## config.mk

```make
export PLATFORM = sky130hd
export DESIGN_NAME = clock_mode_cpu_clock
export DESIGN_NICKNAME = d
export VERILOG_FILES = /design/src/hdl/clock_ctrl_pkg.sv /design/src/hdl/sync_edge.sv /design/src/hdl/cpu_clock_divider.sv /design/src/hdl/clock_mode_cpu_clock.sv
export SDC_FILE = /design/constraint.sdc
export NUM_CORES = 1
export LEC_CHECK = 0
export BUFFER_PORTS_ARGS = -buffer_cell sky130_fd_sc_hd__clkbuf_2
export CAP_MARGIN = 10
export CORE_ASPECT_RATIO = 2
export CORE_MARGIN = 3
export CORE_UTILIZATION = 55
export CTS_BUF_LIST = sky130_fd_sc_hd__clkbuf_4
export CTS_CLUSTER_DIAMETER = 100
export DETAILED_ROUTE_END_ITERATION = 10
export PLACE_DENSITY = 0.88
export SYNTH_ARGS = -nofsm -noshare
export SYNTH_HDL_FRONTEND = slang
export SYNTH_SLANG_ARGS = --single-unit
```

## constraint.sdc

```tcl
create_clock -name clk_sys -period 2.4 [get_ports clk_sys]
set_input_delay 0.24 -clock clk_sys [delete_from_list [all_inputs] [get_ports clk_sys]]
set_output_delay 0.24 -clock clk_sys [all_outputs]
set_load 0.02 [all_outputs]
```

## src/hdl/clock_ctrl_pkg.sv

```systemverilog
// Shared constants and types for the clock mode and CPU clock select logic
package clock_ctrl_pkg;

  // ****************************************************************
  // Register addresses and reset values
  // ****************************************************************
  localparam logic [15:0] ADDR_PIN_MODE  = 16'hFF9F;
  localparam logic [15:0] ADDR_CPU_CLK   = 16'hFFFB;
  localparam logic [7:0]  PIN_MODE_RESET = 8'h00;
  localparam logic [7:0]  CPU_CLK_RESET  = 8'h01;

  // ****************************************************************
  // Field positions and writable masks
  // ****************************************************************
  localparam int          PIN_GAIN_BIT    = 0;
  localparam int          PIN_SUB_SEL_BIT = 4;
  localparam int          PIN_SUB_EXT_BIT = 5;
  localparam int          PIN_HS_SEL_BIT  = 6;
  localparam int          PIN_HS_EXT_BIT  = 7;
  localparam logic [7:0]  PIN_WR_MASK     = 8'hF1;
  localparam int          CPU_DIV_LSB     = 0;
  localparam int          CPU_CSS_BIT     = 4;
  localparam int          CPU_CLS_BIT     = 5;
  localparam int          CPU_XT_BIT      = 6;
  localparam logic [7:0]  CPU_WR_MASK     = 8'h57;
  localparam logic [2:0]  CPU_DIV_MAX     = 3'h4;

  // ****************************************************************
  // Timing
  // ****************************************************************
  localparam int          CLK_PERIOD_NS   = 10;
  localparam int          WITHHOLD_MIN_NS = 4060;
  localparam int          WITHHOLD_CYCLES = (WITHHOLD_MIN_NS + CLK_PERIOD_NS - 1) / CLK_PERIOD_NS;
  localparam int          EXT_HOLD_EDGES  = 160;

  // ****************************************************************
  // Types
  // ****************************************************************
  typedef enum logic [1:0] {PIN_PORT, PIN_CRYSTAL, PIN_EXTCLK} pin_mode_e;
  typedef enum logic [1:0] {HOLD_IDLE, HOLD_TIME, HOLD_EXT, HOLD_STAB} hold_state_e;

endpackage

```

## src/hdl/sync_edge.sv

```systemverilog
// Two-stage synchroniser with rising edge detect for a pin-level clock
`timescale 1ns/1ps
`default_nettype none
module sync_edge (
  input  wire logic clk_sys,
  input  wire logic srst,
  input  wire logic pinIn,
  output logic      riseEdge
);

  typedef struct packed {
    logic s1;
    logic s2;
    logic s3;
    logic edgeSeen;
    logic [1:0] warm;
  } sync_s;

  sync_s s_q;
  sync_s s_d;

  // ****************************************************************
  // Next state: first stage feeds only the second
  // ****************************************************************
  always_comb begin
    s_d          = s_q;
    s_d.s1       = pinIn;
    s_d.s2       = s_q.s1;
    s_d.s3       = s_q.s2;
    // A pin held high through reset must not look like a rising edge
    s_d.warm     = (s_q.warm == 2'h3) ? 2'h3 : s_q.warm + 2'h1;
    s_d.edgeSeen = s_q.s2 & ~s_q.s3 & (s_q.warm == 2'h3);
  end

  // Register
  always_ff @(posedge clk_sys) begin
    if (srst) begin
      s_q <= '0;
    end else begin
      s_q <= s_d;
    end
  end

  assign riseEdge = s_q.edgeSeen;

endmodule
`default_nettype wire

```

## src/hdl/cpu_clock_divider.sv

```systemverilog
// CPU clock enable generator with switch-at-period-end source selection
`timescale 1ns/1ps
`default_nettype none
module cpu_clock_divider
  import clock_ctrl_pkg::*;
(
  input  wire logic       clk_sys,
  input  wire logic       srst,
  input  wire logic       hold,
  input  wire logic       reqCss,
  input  wire logic [2:0] reqDiv,
  input  wire logic       subEdge,
  output logic            cpuClkEn,
  output logic            instrEn,
  output logic            cpuOnSub
);

  typedef struct packed {
    logic [3:0] cnt;
    logic       subPh;
    logic       curCss;
    logic [2:0] curDiv;
    logic       en;
    logic       instrPh;
    logic       instrEn;
  } div_s;

  div_s s_q;
  div_s s_d;

  // Terminal count for main clock divided by 2^div
  function automatic logic [3:0] divLast(input logic [2:0] div);
    case (div)
      3'h0:    divLast = 4'h0;
      3'h1:    divLast = 4'h1;
      3'h2:    divLast = 4'h3;
      3'h3:    divLast = 4'h7;
      default: divLast = 4'hF;
    endcase
  endfunction

  // ****************************************************************
  // Next state
  // ****************************************************************
  always_comb begin
    s_d         = s_q;
    s_d.en      = 1'b0;
    s_d.instrEn = 1'b0;
    if (hold) begin
      // No pulses while held, so a new selection cannot cut one short
      s_d.cnt    = 4'h0;
      s_d.subPh  = 1'b0;
      s_d.curCss = reqCss;
      s_d.curDiv = reqDiv;
    end else if (s_q.curCss) begin
      if (subEdge) begin
        s_d.subPh = ~s_q.subPh;
        s_d.en    = s_q.subPh;
      end
    end else if (s_q.cnt == divLast(s_q.curDiv)) begin
      s_d.en  = 1'b1;
      s_d.cnt = 4'h0;
    end else begin
      s_d.cnt = s_q.cnt + 4'h1;
    end
    // adopt new source at a period boundary, or at once while held
    if (s_d.en) begin
      s_d.curCss  = reqCss;
      s_d.curDiv  = reqDiv;
      s_d.cnt     = 4'h0;
      s_d.subPh   = 1'b0;
      s_d.instrPh = ~s_q.instrPh;
      // one instruction slot per two CPU clocks
      s_d.instrEn = s_q.instrPh;
    end
  end

  // Register
  always_ff @(posedge clk_sys) begin
    if (srst) begin
      s_q        <= '0;
      s_q.curDiv <= CPU_CLK_RESET[2:0];
    end else begin
      s_q <= s_d;
    end
  end

  assign cpuClkEn = s_q.en;
  assign instrEn  = s_q.instrEn;
  assign cpuOnSub = s_q.curCss;
endmodule
`default_nettype wire

```

## src/hdl/clock_mode_cpu_clock.sv

```systemverilog
// Clock pin mode register, CPU clock control register and CPU clock withholding
`timescale 1ns/1ps
`default_nettype none

module clock_mode_cpu_clock
  import clock_ctrl_pkg::*;
(
  input  wire logic       clk_sys,
  input  wire logic       srst,
  input  wire logic [15:0] busAddr,
  input  wire logic       busWr,
  input  wire logic       busBitOp,
  input  wire logic [2:0] busBitSel,
  input  wire logic [7:0] busWrData,
  input  wire logic       busRd,
  output logic [7:0]      busRdData,
  input  wire logic       hsOscStop,
  input  wire logic       mainClkIsHs,
  input  wire logic       stopRelease,
  input  wire logic       oscStableDone,
  input  wire logic       hsExtClkPin,
  input  wire logic       subClkPin,
  output var pin_mode_e   hsPinMode,
  output var pin_mode_e   subPinMode,
  output logic            hsCrystalEnable,
  output logic            hsExtClockEnable,
  output logic            subCrystalEnable,
  output logic            subExtClockEnable,
  output logic            gainHigh,
  output logic            cpuHold,
  output logic            cpuClkEn,
  output logic            instrEn,
  output logic            cpuOnSubclock
);

  typedef struct packed {
    logic [7:0]  pinReg;
    logic [7:0]  cpuReg;
    logic        gainLocked;
    hold_state_e holdState;
    logic [8:0]  holdCnt;
    logic [7:0]  rdData;
    pin_mode_e   hsMode;
    pin_mode_e   subMode;
    logic        hsXtalEn;
    logic        hsExtEn;
    logic        subXtalEn;
    logic        subExtEn;
    logic        hold;
  } ctrl_s;

  ctrl_s s_q;
  ctrl_s s_d;

  logic extEdge;
  logic subEdge;
  logic cpuOnSub;
  logic [7:0] mergedWr;
  logic       wrPin;
  logic       wrCpu;
  logic       badSel;

  // Byte write or single-bit write of the addressed register
  function automatic logic [7:0] mergeByte(input logic [7:0] old, input logic [7:0] data,
                                           input logic bitOp, input logic [2:0] sel);
    logic [7:0] res;
    res = old;
    if (bitOp) begin
      res[sel] = data[0];
    end else begin
      res = data;
    end
    return res;
  endfunction

  // Two-bit pin mode decode shared by both clock pin pairs
  function automatic pin_mode_e decodeMode(input logic extBit, input logic selBit);
    if (!selBit) begin
      decodeMode = PIN_PORT;
    end else if (extBit) begin
      decodeMode = PIN_EXTCLK;
    end else begin
      decodeMode = PIN_CRYSTAL;
    end
  endfunction

  // ****************************************************************
  // Pin clocks and CPU clock generation
  // ****************************************************************
  sync_edge u_ext_sync (
    .clk_sys  (clk_sys),
    .srst     (srst),
    .pinIn    (hsExtClkPin),
    .riseEdge (extEdge)
  );

  sync_edge u_sub_sync (
    .clk_sys  (clk_sys),
    .srst     (srst),
    .pinIn    (subClkPin),
    .riseEdge (subEdge)
  );

  cpu_clock_divider u_divider (
    .clk_sys  (clk_sys),
    .srst     (srst),
    .hold     (s_q.hold),
    .reqCss   (s_q.cpuReg[CPU_CSS_BIT]),
    .reqDiv   (s_q.cpuReg[CPU_DIV_LSB +: 3]),
    .subEdge  (subEdge),
    .cpuClkEn (cpuClkEn),
    .instrEn  (instrEn),
    .cpuOnSub (cpuOnSub)
  );

  // write decode, byte or bit form
  assign wrPin    = busWr && (busAddr == ADDR_PIN_MODE);
  assign wrCpu    = busWr && (busAddr == ADDR_CPU_CLK);
  assign mergedWr = mergeByte(wrPin ? s_q.pinReg : s_q.cpuReg, busWrData, busBitOp, busBitSel);
  // divider codes above 4 are prohibited
  assign badSel   = mergedWr[CPU_DIV_LSB +: 3] > CPU_DIV_MAX;

  // ****************************************************************
  // Next state
  // ****************************************************************
  always_comb begin
    s_d = s_q;
    // Pin mode register; unused bits never stored
    if (wrPin) begin
      s_d.pinReg = mergedWr & PIN_WR_MASK;
      // gain frozen after its first change
      if (s_q.gainLocked) begin
        s_d.pinReg[PIN_GAIN_BIT] = s_q.pinReg[PIN_GAIN_BIT];
      end else if (mergedWr[PIN_GAIN_BIT] != s_q.pinReg[PIN_GAIN_BIT]) begin
        s_d.gainLocked = 1'b1;
      end
    end
    // status bit and bits 3, 7 are not stored
    if (wrCpu) begin
      s_d.cpuReg[CPU_XT_BIT] = mergedWr[CPU_XT_BIT];
      // keep last valid source and divider
      if (!badSel) begin
        s_d.cpuReg[CPU_CSS_BIT]     = mergedWr[CPU_CSS_BIT];
        s_d.cpuReg[CPU_DIV_LSB +: 3] = mergedWr[CPU_DIV_LSB +: 3];
      end
    end

    // Withhold sequencer
    case (s_q.holdState)
      HOLD_IDLE: begin
        // gain rising while CPU runs from the high-speed clock
        if (!s_q.pinReg[PIN_GAIN_BIT] && s_d.pinReg[PIN_GAIN_BIT] && mainClkIsHs
            && !cpuOnSub && s_q.hsMode == PIN_CRYSTAL) begin
          s_d.holdState = HOLD_TIME;
          s_d.holdCnt   = 9'(WITHHOLD_CYCLES - 1);
        end else if (!s_q.pinReg[PIN_GAIN_BIT] && s_d.pinReg[PIN_GAIN_BIT]
                     && mainClkIsHs && !cpuOnSub && s_q.hsMode == PIN_EXTCLK) begin
          s_d.holdState = HOLD_EXT;
          s_d.holdCnt   = 9'(EXT_HOLD_EDGES);
        // stop release, action depends on the main clock source
        end else if (stopRelease && s_q.pinReg[PIN_GAIN_BIT]) begin
          if (!mainClkIsHs) begin
            s_d.holdState = HOLD_TIME;
            s_d.holdCnt   = 9'(WITHHOLD_CYCLES - 1);
          end else if (s_q.hsMode == PIN_EXTCLK) begin
            s_d.holdState = HOLD_EXT;
            s_d.holdCnt   = 9'(EXT_HOLD_EDGES);
          end else begin
            s_d.holdState = HOLD_STAB;
          end
        end
      end
      HOLD_TIME: begin
        if (s_q.holdCnt == 9'h000) begin
          s_d.holdState = HOLD_IDLE;
        end else begin
          s_d.holdCnt = s_q.holdCnt - 9'h001;
        end
      end
      HOLD_EXT: begin
        // Counts edges of the external clock, not system cycles
        if (extEdge) begin
          s_d.holdCnt = s_q.holdCnt - 9'h001;
          if (s_q.holdCnt == 9'h001) begin
            s_d.holdState = HOLD_IDLE;
          end
        end
      end
      HOLD_STAB: begin
        if (oscStableDone) begin
          s_d.holdState = HOLD_IDLE;
        end
      end
      default: begin
        s_d.holdState = HOLD_IDLE;
      end
    endcase
    s_d.hold = (s_d.holdState != HOLD_IDLE);

    s_d.hsMode  = decodeMode(s_d.pinReg[PIN_HS_EXT_BIT], s_d.pinReg[PIN_HS_SEL_BIT]);
    s_d.subMode = s_d.cpuReg[CPU_XT_BIT] ? PIN_CRYSTAL :
                  decodeMode(s_d.pinReg[PIN_SUB_EXT_BIT], s_d.pinReg[PIN_SUB_SEL_BIT]);
    // stop bit gates whichever high-speed source the mode selects
    s_d.hsXtalEn  = (s_d.hsMode == PIN_CRYSTAL) && !hsOscStop;
    s_d.hsExtEn   = (s_d.hsMode == PIN_EXTCLK) && !hsOscStop;
    s_d.subXtalEn = (s_d.subMode == PIN_CRYSTAL);
    s_d.subExtEn  = (s_d.subMode == PIN_EXTCLK);

    // Read port; unmapped addresses read zero
    s_d.rdData = 8'h00;
    if (busRd && busAddr == ADDR_PIN_MODE) begin
      s_d.rdData = s_q.pinReg;
    end else if (busRd && busAddr == ADDR_CPU_CLK) begin
      s_d.rdData              = s_q.cpuReg;
      s_d.rdData[CPU_CLS_BIT] = cpuOnSub;
    end
  end

  always_ff @(posedge clk_sys) begin
    if (srst) begin
      s_q        <= '0;
      s_q.pinReg <= PIN_MODE_RESET;
      s_q.cpuReg <= CPU_CLK_RESET;
    end else begin
      s_q <= s_d;
    end
  end

  assign busRdData         = s_q.rdData;
  assign hsPinMode         = s_q.hsMode;
  assign subPinMode        = s_q.subMode;
  assign hsCrystalEnable   = s_q.hsXtalEn;
  assign hsExtClockEnable  = s_q.hsExtEn;
  assign subCrystalEnable  = s_q.subXtalEn;
  assign subExtClockEnable = s_q.subExtEn;
  assign gainHigh          = s_q.pinReg[PIN_GAIN_BIT];
  assign cpuHold           = s_q.hold;
  assign cpuOnSubclock     = cpuOnSub;

  // ****************************************************************
  // Checks
  // ****************************************************************
  // Helper: length of each timed hold and edges seen in an external hold
  logic [9:0] timedLen;
  logic [8:0] edgeSeen;
  always_ff @(posedge clk_sys) begin
    if (srst || s_q.holdState == HOLD_IDLE) begin
      timedLen <= 10'h000;
      edgeSeen <= 9'h000;
    end else begin
      timedLen <= timedLen + 10'h001;
      edgeSeen <= edgeSeen + {8'h00, extEdge};
    end
  end
endmodule
`default_nettype wire

```

# --- Yosys cells after proc, flatten, opt, wreduce, memory -nomap -nowiden ---
# Index checks and enable logic that the tools add are counted.
totals:
  reg_bits: 63
  inputBits: 38
  out_inout_bits: 21
  word_cells: 145
op_classes:
  n_addsub: 4
  magnitude_cmp: 3
  n_eq_ne: 23
  n_mux: 42
  n_bitwise: 11
  reduce_logical: 29
ops:
  columns: ["operator", "n"]
  rows:
  - ["$mux 11", 5]
  - ["$eq 16x16->1 const B", 2]
  - ["$mux 8", 4]
  - ["$pmux 9 s3", 1]
  - ["$mux 2", 10]
  - ["$mux 4", 5]
  - ["$mux 9", 2]
  - ["$pmux 4 s4", 1]
  - ["$eq 2x2->1 const B", 7]
  - ["$logic_and 1x1->1", 13]
  - ["$mux 1", 10]
  - ["$eq 9x1->1 const B", 1]
  - ["$logic_not 9->1", 1]
  - ["$sub 9x1->9 const B", 1]
  - ["$bwmux 8", 1]
  - ["$eq 2x1->1 const B", 4]
  - ["$pmux 2 s4", 1]
  - ["$mux 7", 1]
  - ["$not 1->1", 7]
  - ["$eq 3x2->1 const B", 2]
  - ["$reduce_or 3->1", 2]
  - ["$ne 5x5->1 const B", 1]
  - ["$reduce_and 5->1", 1]
  - ["$add 2x1->2 const B", 2]
  - ["other kinds (19)", 27]

# --- Depth between registers and ports, before layout ---
# Gate-level depths: netlist of the first run.
logic_depth:
  word_depth: 16
  mapped_depth: 9
  ltp_nobuf: 8

# --- Cells and area by module ---
# A second synthesis of the first run with hierarchy kept.
hier_totals:
  cells_unflattened: 382
  area_unflattened_um2: 3283.1
by_module_without_submodules:
  columns: ["mod", "n_inst", "cells_per_inst", "area_each_um2", "seq_area_each_um2"]
  rows:
  - ["clock_mode_cpu_clock", 1, 290, 2333.5, 760.7]
  - ["cpu_clock_divider", 1, 64, 604.3, 240.2]
  - ["sync_edge", 2, 14, 172.7, 120.1]

# --- Worst setup path after synthesis of the first run ---
# OpenSTA, ideal clock, no wires.
synth_path:
  path_kind: "reg2reg"
  start: "reg s_q (netlist bit gainHigh)"
  end: "reg s_q[20] in the netlist's numbering"
  setup_ns: 0.071
  arrival_ns: 1.984
  required_ns: 2.329
  setup_slack_ns: 0.345
  stages_incl_launch_ff: 7
  n_path_buf: 0
  period_less_slack_ns: 2.055
  path_cell_list: "dfxtp_1 > nand2_2 > o21a_1 > a221oi_1 > o221ai_2 > or4b_1 > a21oi_1"
synth_between:
  elab_chain_cells: 12
  elab_cells_between_ends: 18
  cone_classes: "eq/ne: 2; mux: 8; reduce/logical: 8"
synth_rtl:
  columns: ["item", "line_no", "text"]
  rows:
  - ["start: declaration", "clock_mode_cpu_clock.sv:52", "ctrl_s s_q;"]
  - ["$mux 8", "clock_mode_cpu_clock.sv:119", "assign mergedWr = mergeByte(wrPin ? s_q.pinReg : s_q.cpuReg, busWrData, busBitOp, busBitSel);"]
  - ["$bwmux 8", "clock_mode_cpu_clock.sv:69", "res[sel] = data[0];"]
  - ["$mux 8", "clock_mode_cpu_clock.sv:68", "if (bitOp) begin"]
  - ["$mux 1", "clock_mode_cpu_clock.sv:132", "if (s_q.gainLocked) begin"]
  - ["$mux 8", "clock_mode_cpu_clock.sv:129", "if (wrPin) begin"]
  - ["$logic_and 1x1->1", "clock_mode_cpu_clock.sv:152, clock_mode_cpu_clock.sv:156", null]
  - ["$logic_and 1x1->1", "clock_mode_cpu_clock.sv:152, clock_mode_cpu_clock.sv:157", null]
  - ["$logic_and 1x1->1", "clock_mode_cpu_clock.sv:153, clock_mode_cpu_clock.sv:157", null]
  - ["$logic_and 1x1->1", "clock_mode_cpu_clock.sv:157", "&& mainClkIsHs && !cpuOnSub && s_q.hsMode == PIN_EXTCLK) begin"]
  - ["$mux 11", "clock_mode_cpu_clock.sv:156", "end else if (!s_q.pinReg[PIN_GAIN_BIT] && s_d.pinReg[PIN_GAIN_BIT]"]
  - ["$mux 11", "clock_mode_cpu_clock.sv:152", "if (!s_q.pinReg[PIN_GAIN_BIT] && s_d.pinReg[PIN_GAIN_BIT] && mainClkIsHs"]
  - ["$pmux 9 s3", "clock_mode_cpu_clock.sv:149", "case (s_q.holdState)"]
# Several ways; a longest one is shown, not always the timed one.
# A chain may end at the register's enable or synchronous reset.

# --- Worst setup path in the final report of the first run ---
layout_path:
  start: "reg s_q[26] in the netlist's numbering"
  end: "reg s_q[20] in the netlist's numbering"
layout_between:
  elab_chain_cells: 3
  elab_cells_between_ends: 10
  cone_classes: "eq/ne: 6; mux: 1; reduce/logical: 3"
layout_rtl:
  columns: ["item", "line_no"]
  rows:
  - ["$logic_not 2->1 (tied with other cells)", "clock_mode_cpu_clock.sv:149"]
  - ["$ne 5x5->1 (no line) (tied with other cells)", null]
  - ["$reduce_and 5->1 (no line)", null]
# Several ways; a longest one is shown, not always the timed one.

==> results of run 1 <==
through the flow:
stage | power (uW) | std cells
finish | 2072 | 486
global route | 2137 | 486
CTS | 2073 | 486
detailed placement | 1263 | 469
global placement | 1254 | 469
floorplan | 1197 | 367
placed cells by master, fill, tap and decap left out, types with 4 or more instances in the layout:
cell / n
dfxtp_1: 62
nor2_1: 50
and2_1: 4
ha_1: 8
and3_1: 5
buf_4: 10
clkbuf_4: 10
nor3b_1: 4
o21ai_0: 23
nor2b_1: 10
clkbuf_2: 56
nor4_1: 7
o31ai_1: 4
o211ai_1: 4
inv_1: 14
or3_1: 4
nand3_1: 14
nor3_1: 11
a21o_1: 5
xor2_1: 4
a22oi_1: 5
nand4_1: 4
nand2_1: 16
mux2i_1: 6
a21oi_1: 22
nand2b_1: 4
timing repair:
item	4_1_cts	5_1_grt
resized for setup	0	2
endpoints found under the hold margin	2	0
setup buffers	0	0
hold buffers	1	0
setup endpoints to repair	0	9
routing by layer:
metal	part of all wire	GRT usage	wire length [um]
met2	0.56	0.4653	4435
met1	0.34	0.2491	2745
met5	0	0	0
met4	0.051	0.1634	404
met3	0.049	0.05178	392
critical path, delay by kind of cell, from the launching register on:
kind            cells  cell delay [ns]
compound gates      3             0.81
simple gates        1             0.54
flops               1             0.40
fa+ha+maj           1             0.26
buf+inv             1             0.12
power groups by stage:
| stage | clock network [uW] | logic (uW) | registers [uW] |
|---|---|---|---|
| 2_1_floorplan | 0 | 105 | 1090 |
| 3_3_place_gp | 0 | 162 | 1090 |
| 3_5_place_dp | 0 | 169 | 1090 |
| 4_1_cts | 828 | 173 | 1070 |
| 5_1_grt | 872 | 190 | 1070 |
| 6_report | 826 | 175 | 1070 |
worst min path at each step:
| stage | startpoint | to |
|---|---|---|
| 2_1_floorplan | hsOscStop | hsCrystalEnable |
| 3_3_place_gp | u_sub_sync.s_q[3] | u_sub_sync.riseEdge |
| 3_5_place_dp | u_ext_sync.s_q[3] | u_ext_sync.riseEdge |
| 4_1_cts | subClkPin | u_sub_sync.s_d[4] |
| 5_1_grt | subClkPin | u_sub_sync.s_d[4] |
| 6_report | subClkPin | u_sub_sync.s_d[4] |
kinds of logic after synthesis:
group                    after synthesis  share of synthesized area
multiplexers                           6                    0.01927
flip-flops                            62                     0.3982
buffers and inverters                 38                    0.06303
other                                  1                   0.001203
adder cells (fa/ha/maj)                8                    0.03212
XOR/XNOR                               7                    0.01967
AND/OR/NAND/NOR                      154                     0.2702
AO/OA/AOI/OAI                         91                     0.1963
final cells by class:
cell class,instances,share of cell area
Multi-Input combinational cell,267,0.4723
Sequential cell,62,0.3455
Timing Repair Buffer,67,0.1017
Clock inverter,6,0.02403
Clock buffer,10,0.02090
Tap cell,60,0.02090
Inverter,14,0.01463
state kept, by name, summed over array words and instances, names as in the netlist, 2 cells and up:
register	cells
hsPinMode	2
busRdData	7
subPinMode	2
s_q	21
u_divider.s_q	9
u_sub_sync.s_d	2
u_ext_sync.s_d	2
u_ext_sync.s_q	3
u_sub_sync.s_q	3
==> flow_summary.ini, run 1 <==
[clock_tree]
clk_latency_ns = 0.42
cts_buffers = 9
ctsLongestPathBuffers = 2
htreeDepth = 3
cts.sinks = 62
clockRootBuffer = clkbuf_4
clk_pin_slew_ns = 0.11
cts_tree = yes

[power]
seqPwrFrac = 0.517
p_comb_frac = 0.084
vdd_ir_drop_max_mv = 0.8022
internal_power_uw = 1555
power_frac_clock = 0.398
power_density_nw_per_um2 = 576.8
sw_frac_of_total = 0.2495
p_switching_uw = 517.0
p_leak_uw = 0.001471

[worst_setup_path]
cp_cell_sequence = inv_1, ha_1, a221oi_2, o221ai_4, or4b_1, a21oi_1
cp-start-kind = flop
worst-setup-path-type = flop to flop
crit_required_ns = 2.75
startpoint = s_q[26]
worst_r2r_startpoint = s_q[26]
cp-endpoint = s_q[20]
r2r_cells = 6
r2r_slack_ns = 0.20
cp_slowest_cell = or4b_1
worstPathMaxFanout = 12
r2r_end = s_q[20]
crit_path_max_incr_delay_ns = 0.54
cp-end-kind = flop
critPathArrivalTime_ns = 2.54

[yosys]
synth_area_per_cell_um2 = 8.492
ys_types = 63
yosys_warnings = 0
synthDominantCellAreaShare = 0.3982
syn_nets = 413
synth_common_cells = dfxtp_1 (62), nor2_1 (50), o21ai_0 (23), a21oi_1 (22), nand2_1 (16)
synth_edf_count = 0
syn_inst = 367
synthArstFlopShare = 0
synth_seq_cells = 62
synth.cell_area_um2 = 3117
yosysSeqAreaShare = 0.3982
ys_top_cells_by_area = dfxtp_1 (40%), nor2_1 (6.0%), o21ai_0 (3.7%), a21oi_1 (3.5%), ha_1 (3.2%)
synthMostInstantiatedCell = dfxtp_1
yosys.area.top_type = dfxtp_1
ys.flop_type = dfxtp_1

[finish]
fin_area_um2 = 3592
final_nets = 467
syn_to_final_growth_pct = 15.26
fillCellCount = 432
multiInputGateArea_um2 = 1697
fin_util = 0.6570
regArea_um2 = 1241
diodes = 0
drive_above_1_share = 0.2371

[floorplanning]
coreArea_um2 = 5468
die_h_um = 112.5
fp.dieArea_um2 = 6661
placementRows = 38
start_util = 0.5700
die_w_um = 59.23
pin_count = 59

[min_path]
holdPathStages = 2
hold_class = input port to flop

[route]
ant_nets = 0
drt_iter0_drc = 120
num_vias = 2965
drc = 0
wl_per_cell_um = 16.41
drtPass1Iterations = 5
drt-total-wl_um = 7977
viasPerCell = 6.101

[timing]
finalWorstSetupSlack_ns = 0.2037
worst-slew-pin-transition_ns = 0.6350
hold_ws_ns = 0.02398
rsz0062_at_grt = true
maxSlewViolCount = 0
min_period_ns = 2.196
fmax_mhz = 455.3
max-slew-margin-rel = 0.5722
report.final.setup_viol = 0
fin_skew_ns = 0.01064
fin_tns_setup_ns = 0
hold_viol = 0
timing.final.crit_share = 0.9151

[job]
maxCapViolations = 0

[global_route]
grt_overflow_total = 0
grt_pass1_vias = 2971
track_usage = 0.2578
antenna_found_initial = 0
grt_max_degree = 27
grt_pass1_wl_um = 13240

[placement]
postPlaceCellArea_um2 = 3403
numPortBuffers = 56
place_congestion = 0.9485
pre_cts_slack_ns = 0.1032
dpl.hpwl_um = 5940

[outcome]
status = completed
Note: power is estimated with default switching activity, not from simulation.
==> run 2, diff against run 1 <==
--- a/config.mk
+++ b/config.mk
@@ -7,13 +7,16 @@
 export LEC_CHECK = 0
 export BUFFER_PORTS_ARGS = -buffer_cell sky130_fd_sc_hd__clkbuf_2
 export CAP_MARGIN = 10
+export CELL_PAD_IN_SITES_DETAIL_PLACEMENT = 1
+export CELL_PAD_IN_SITES_GLOBAL_PLACEMENT = 1
 export CORE_ASPECT_RATIO = 2
 export CORE_MARGIN = 3
-export CORE_UTILIZATION = 55
+export CORE_UTILIZATION = 43
 export CTS_BUF_LIST = sky130_fd_sc_hd__clkbuf_4
 export CTS_CLUSTER_DIAMETER = 100
 export DETAILED_ROUTE_END_ITERATION = 10
-export PLACE_DENSITY = 0.88
+export PLACE_DENSITY = 0.92
+export REMOVE_ABC_BUFFERS = 1
 export SYNTH_ARGS = -nofsm -noshare
 export SYNTH_HDL_FRONTEND = slang
 export SYNTH_SLANG_ARGS = --single-unit
==> flow_summary.ini, run 2 (synthesized netlist as in run 1, its figures left out) <==
[route]
drtPass1Iterations = 6
ant_nets = 0
drt-total-wl_um = 9164
drt_iter0_drc = 155
wl_per_cell_um = 17.52
drc = 0
viasPerCell = 5.849
num_vias = 3059

[power]
vdd_ir_drop_max_mv = 0.3616
seqPwrFrac = 0.551
p_leak_uw = 0.001510
p_comb_frac = 0.097
power_frac_clock = 0.352
power.total_uw = 1943
power_density_nw_per_um2 = 527.4
sw_frac_of_total = 0.2531
p_switching_uw = 491.7
internal_power_uw = 1451

[floorplanning]
coreArea_um2 = 6994
die_h_um = 126.4
die_w_um = 66.20
placementRows = 43
pin_count = 59
start_util = 0.4456
fp.dieArea_um2 = 8368

[timing]
max-slew-margin-rel = 0.5560
hold_viol = 0
maxSlewViolCount = 0
min_period_ns = 2.246
timing.final.crit_share = 0.9360
worst-slew-pin-transition_ns = 0.6591
finalWorstSetupSlack_ns = 0.1536
fmax_mhz = 445.2
fin_skew_ns = 0.01214
hold_ws_ns = 0.06197
report.final.setup_viol = 0
fin_tns_setup_ns = 0

[global_route]
grt_overflow_total = 0
grt_max_degree = 18
grt_pass1_vias = 3122
antenna_found_initial = 1
grt_pass1_wl_um = 14750
track_usage = 0.2303

[job]
maxCapViolations = 0

[min_path]
hold_class = input port to flop
worstHoldStart = hsExtClkPin
holdPathStages = 2

[clock_tree]
cts_tree = yes
htreeDepth = 3
clockRootBuffer = clkbuf_4
clk_pin_slew_ns = 0.10
cts.sinks = 62
clk_latency_ns = 0.41
cts_buffers = 9
ctsLongestPathBuffers = 2

[placement]
dpl.hpwl_um = 6917
numPortBuffers = 56
pre_cts_slack_ns = 0.0004687
place_congestion = 0.9687

[worst_setup_path]
r2r_cells = 7
worstPathMaxFanout = 9
cp-start-kind = flop
worst-setup-path-type = flop to flop
crit_required_ns = 2.75
worst_r2r_startpoint = s_q[27]
critPathArrivalTime_ns = 2.59
cp-end-kind = flop
startpoint = s_q[27]

[finish]
final_common_cell = dfxtp_1
fillCellCount = 872
largest_register_ff_count = 21
final_nets = 474
drive_above_1_share = 0.2546
fin_util = 0.5267
regArea_um2 = 1242
layout_common_cells = dfxtp_1 (61), clkbuf_2 (56), nor2_1 (50)
syn_to_final_growth_pct = 18.19
multiInputGateArea_um2 = 1717
largest-register = s_q

[outcome]
status = completed
-- run 2: layout make-up --
type | instances | area share
Clock inverter | 5 | 0.01393
Antenna cell | 1 | 0.0006793
Timing Repair Buffer | 74 | 0.1168
Inverter | 14 | 0.01427
Tap cell | 90 | 0.03057
Clock buffer | 10 | 0.02038
Sequential cell | 62 | 0.3373
Multi-Input combinational cell | 267 | 0.4660
-- run 2: worst paths after layout --
kind	end	slack [ns]
worst max-delay path	s_q[24]	0.15
worst min-delay path	u_ext_sync.s_d[4]	0.06
worst max register to register	s_q[24]	0.15
worst min register to register	u_ext_sync.riseEdge	0.40
-- run 2: layer usage --
layer / global-route usage / vias up / share of wire
met1: 0.2293 / 1494 / 0.36
li1: - / 1436 / -
met4: 0.1234 / 0 / 0.041
met3: 0.04694 / 33 / 0.040
met2: 0.4253 / 96 / 0.56
met5: 0 / - / 0
-- run 2: power groups by stage --
stage / Sequential, uW / Combinational [uW] / Clock [uW]
finish: 1070 / 189 / 684
detailed placement: 1090 / 185 / 0
global route: 1070 / 206 / 760
CTS: 1070 / 187 / 698
global placement: 1090 / 177 / 0
floorplan: 1090 / 89.9 / 0
-- run 2: stage by stage --
| stage | std cells | area, um^2 |
|---|---|---|
| after floorplan | 343 | 2973 |
| after global placement | 505 | 3486 |
| after detailed placement | 505 | 3486 |
| after CTS | 521 | 3640 |
| after global routing | 523 | 3684 |
| final | 523 | 3684 |
-- run 2: worst max-delay path, cell delays in order, from the launching register on --
cell and delay [ns]:
dfxtp_1 0.44, inv_1 0.14, ha_1 0.45, nand2_1 0.26, or4_1 0.57, o21ai_0 0.11
o21ai_0 0.11, a21oi_1 0.11
-- run 2: timing repair --
action,4_1_cts,5_1_grt
gates cloned,0,0
hold buffers,1,0
resized for setup,2,4
endpoints found under the setup margin,2,10
setup buffers,0,1
pin swaps,0,1
hold endpoints to repair,2,0
==> run 3, diff against run 2 <==
--- a/config.mk
+++ b/config.mk
@@ -5,17 +5,17 @@
 export SDC_FILE = /design/constraint.sdc
 export NUM_CORES = 1
 export LEC_CHECK = 0
+export ABC_AREA = 1
 export BUFFER_PORTS_ARGS = -buffer_cell sky130_fd_sc_hd__clkbuf_2
 export CAP_MARGIN = 10
 export CELL_PAD_IN_SITES_DETAIL_PLACEMENT = 1
 export CELL_PAD_IN_SITES_GLOBAL_PLACEMENT = 1
 export CORE_ASPECT_RATIO = 2
-export CORE_MARGIN = 3
-export CORE_UTILIZATION = 43
+export CORE_UTILIZATION = 44
 export CTS_BUF_LIST = sky130_fd_sc_hd__clkbuf_4
 export CTS_CLUSTER_DIAMETER = 100
 export DETAILED_ROUTE_END_ITERATION = 10
-export PLACE_DENSITY = 0.92
+export PLACE_DENSITY = 0.95
 export REMOVE_ABC_BUFFERS = 1
 export SYNTH_ARGS = -nofsm -noshare
 export SYNTH_HDL_FRONTEND = slang
==> constraint.sdc (replaced) <==
create_clock -name clk_sys -period 2.92 [get_ports clk_sys]
set_input_delay 0.292 -clock clk_sys [delete_from_list [all_inputs] [get_ports clk_sys]]
set_output_delay 0.292 -clock clk_sys [all_outputs]
set_load 0.02 [all_outputs]
==> flow_summary.ini, run 3 <==
[finish]
fillCellCount = 950
largest_register_ff_count = 21
syn_to_final_growth_pct = 11.96
largest-register = s_q
final_common_cell = nand2_1
drive_above_1_share = 0.1806
multiInputGateArea_um2 = 1578
regArea_um2 = 1241
layout_common_cells = nand2_1 (90), inv_1 (71), nor2_1 (64)
final_nets = 545

[clock_tree]
cts_tree = yes
cts.sinks = 62
postCtsSetupRepairBufs = 0
ctsLongestPathBuffers = 2
clk_pin_slew_ns = 0.11
postCtsHoldBufs = 0
clockRootBuffer = clkbuf_4
htreeDepth = 3
post_cts_resize_count = 0
cts_buffers = 9
clk_latency_ns = 0.42

[yosys]
ys_top_cells_by_area = dfxtp_1 (39%), nand2_1 (11%), inv_1 (8.3%), nor2_1 (7.5%), a21oi_1 (4.2%)
syn_inst = 449
ys_types = 41
synthArstFlopShare = 0
ys.flop_type = dfxtp_1
yosysSeqAreaShare = 0.3864
synthDominantCellAreaShare = 0.3864
synth_common_cells = nand2_1 (90), inv_1 (71), nor2_1 (64), dfxtp_1 (62), a21oi_1 (27)
yosys.area.top_type = dfxtp_1
synth.cell_area_um2 = 3212
synth_area_per_cell_um2 = 7.153
synth_seq_cells = 62
synth_edf_count = 0
synthMostInstantiatedCell = nand2_1
yosys_warnings = 0

[worst_setup_path]
path_common_cell = nand2_1
cp_cell_sequence = inv_1, nand2_1, nor3_1, nand3_1, nor2_1, nand2_1, o221ai_1, a21oi_4, nand2_4, nand2_1, nand2_1, nor2_1
critPathArrivalTime_ns = 2.32
r2r_end = s_q[22]
r2r_cells = 12
worst-setup-path-type = flop to flop
crit_path_max_incr_delay_ns = 0.33
cp_slowest_cell = dfxtp_1
cp-end-kind = flop
crit_required_ns = 3.25
worst_r2r_startpoint = s_q[19]
cp-start-kind = flop
worstPathMaxFanout = 16
r2r_slack_ns = 0.93

[global_route]
grt_pass1_vias = 3358
grt_max_degree = 22
track_usage = 0.2507
antenna_found_initial = 1
grt_overflow_total = 0
grt_pass1_wl_um = 14650

[power]
power_frac_clock = 0.241
p_leak_uw = 0.001843
seqPwrFrac = 0.499
p_switching_uw = 694.0
vdd_ir_drop_max_mv = 0.2122
sw_frac_of_total = 0.3534
internal_power_uw = 1270
power.total_uw = 1964
p_comb_frac = 0.260
power_density_nw_per_um2 = 546.2

[route]
num_vias = 3103
drt_iter0_drc = 126
wl_per_cell_um = 14.87
ant_nets = 0
drt-total-wl_um = 8850
viasPerCell = 5.215
drtPass1Iterations = 6
drc = 0

[timing]
rsz0062_at_grt = false
worst-slew-pin-transition_ns = 0.5425
fin_skew_ns = 0.01490
timing.final.crit_share = 0.6827
fmax_mhz = 501.6
maxSlewViolCount = 0
min_period_ns = 1.994
max-slew-margin-rel = 0.6379
hold_viol = 0
finalWorstSetupSlack_ns = 0.9264
report.final.setup_viol = 0
fin_tns_setup_ns = 0

[floorplanning]
pin_count = 59
placementRows = 43
start_util = 0.4592
die_w_um = 62.42
coreArea_um2 = 6994
fp.dieArea_um2 = 7666
die_h_um = 122.8

[placement]
dpl.hpwl_um = 7271
place_congestion = 0.8281
numPortBuffers = 56
pre_cts_slack_ns = 0.7886

[job]
maxCapViolations = 0

[min_path]
hold_class = input port to flop
holdPathStages = 2
worstHoldStart = hsOscStop
hold_end = hsExtClockEnable

[outcome]
status = completed
[run 3: cell families after synthesis]
group           synth area share
compound gates            0.1266
xor+xnor                 0.02727
fa+ha+maj                0.03117
buf+inv                   0.1223
flops                     0.3864
other cells             0.001168
simple gates              0.3050
[run 3: worst max-delay path, delay by kind of cell, from the launching register on]
| family | cells | cell delay (ns) |
|---|---|---|
| compound gates | 2 | 0.35 |
| simple gates | 9 | 1.11 |
| flops | 1 | 0.33 |
| buf+inv | 1 | 0.12 |
[run 3: how the worst max path moves through the flow]
stage	startpoint	endpoint	slack, ns	depth (start not counted)
finish	s_q[19]	s_q[22]	0.93	12
global route	s_q[19]	s_q[24]	0.67	12
CTS	s_q[19]	s_q[22]	0.90	12
detailed placement	busAddr[5]	s_q[25]	0.79	15
global placement	busAddr[5]	s_q[17]	0.89	15
floorplan	busAddr[14]	s_q[17]	1.22	13
[run 3: area by class of cell]
type,count,share of cell area
Multi-Input combinational cell,297,0.4388
Sequential cell,62,0.3452
Timing Repair Buffer,57,0.08003
Tap cell,90,0.03132
Antenna cell,1,0.0006959
Clock buffer,10,0.02088
Clock inverter,6,0.008003
Inverter,72,0.07516
[run 3: power groups by stage]
stage	sequential, uW	clock [uW]	combinational [uW]
final	979	473	511
after global routing	987	523	580
after CTS	978	483	514
after detailed placement	997	0	512
after global placement	989	0	469
after floorplan	991	0	350
[run 3: through the flow]
stage	std cells	hold slack (ns)	utilization	area, um^2
global route	595	0.02578	0.5141	3596
global placement	578	0.3790	0.4989	3490
CTS	594	0.03120	0.5138	3593
floorplan	431	0.3611	-	3089
finish	595	0.04941	0.5141	3596
detailed placement	578	0.4001	0.4989	3490
[run 3: layer usage]
layer	routed length, um	part of all wire	vias to the layer above	track usage
li1	-	-	1511	-
met1	2904	0.33	1477	0.2044
met2	5217	0.59	82	0.5156
met3	296	0.033	33	0.04647
met4	431	0.049	0	0.1730
met5	0	0	-	0
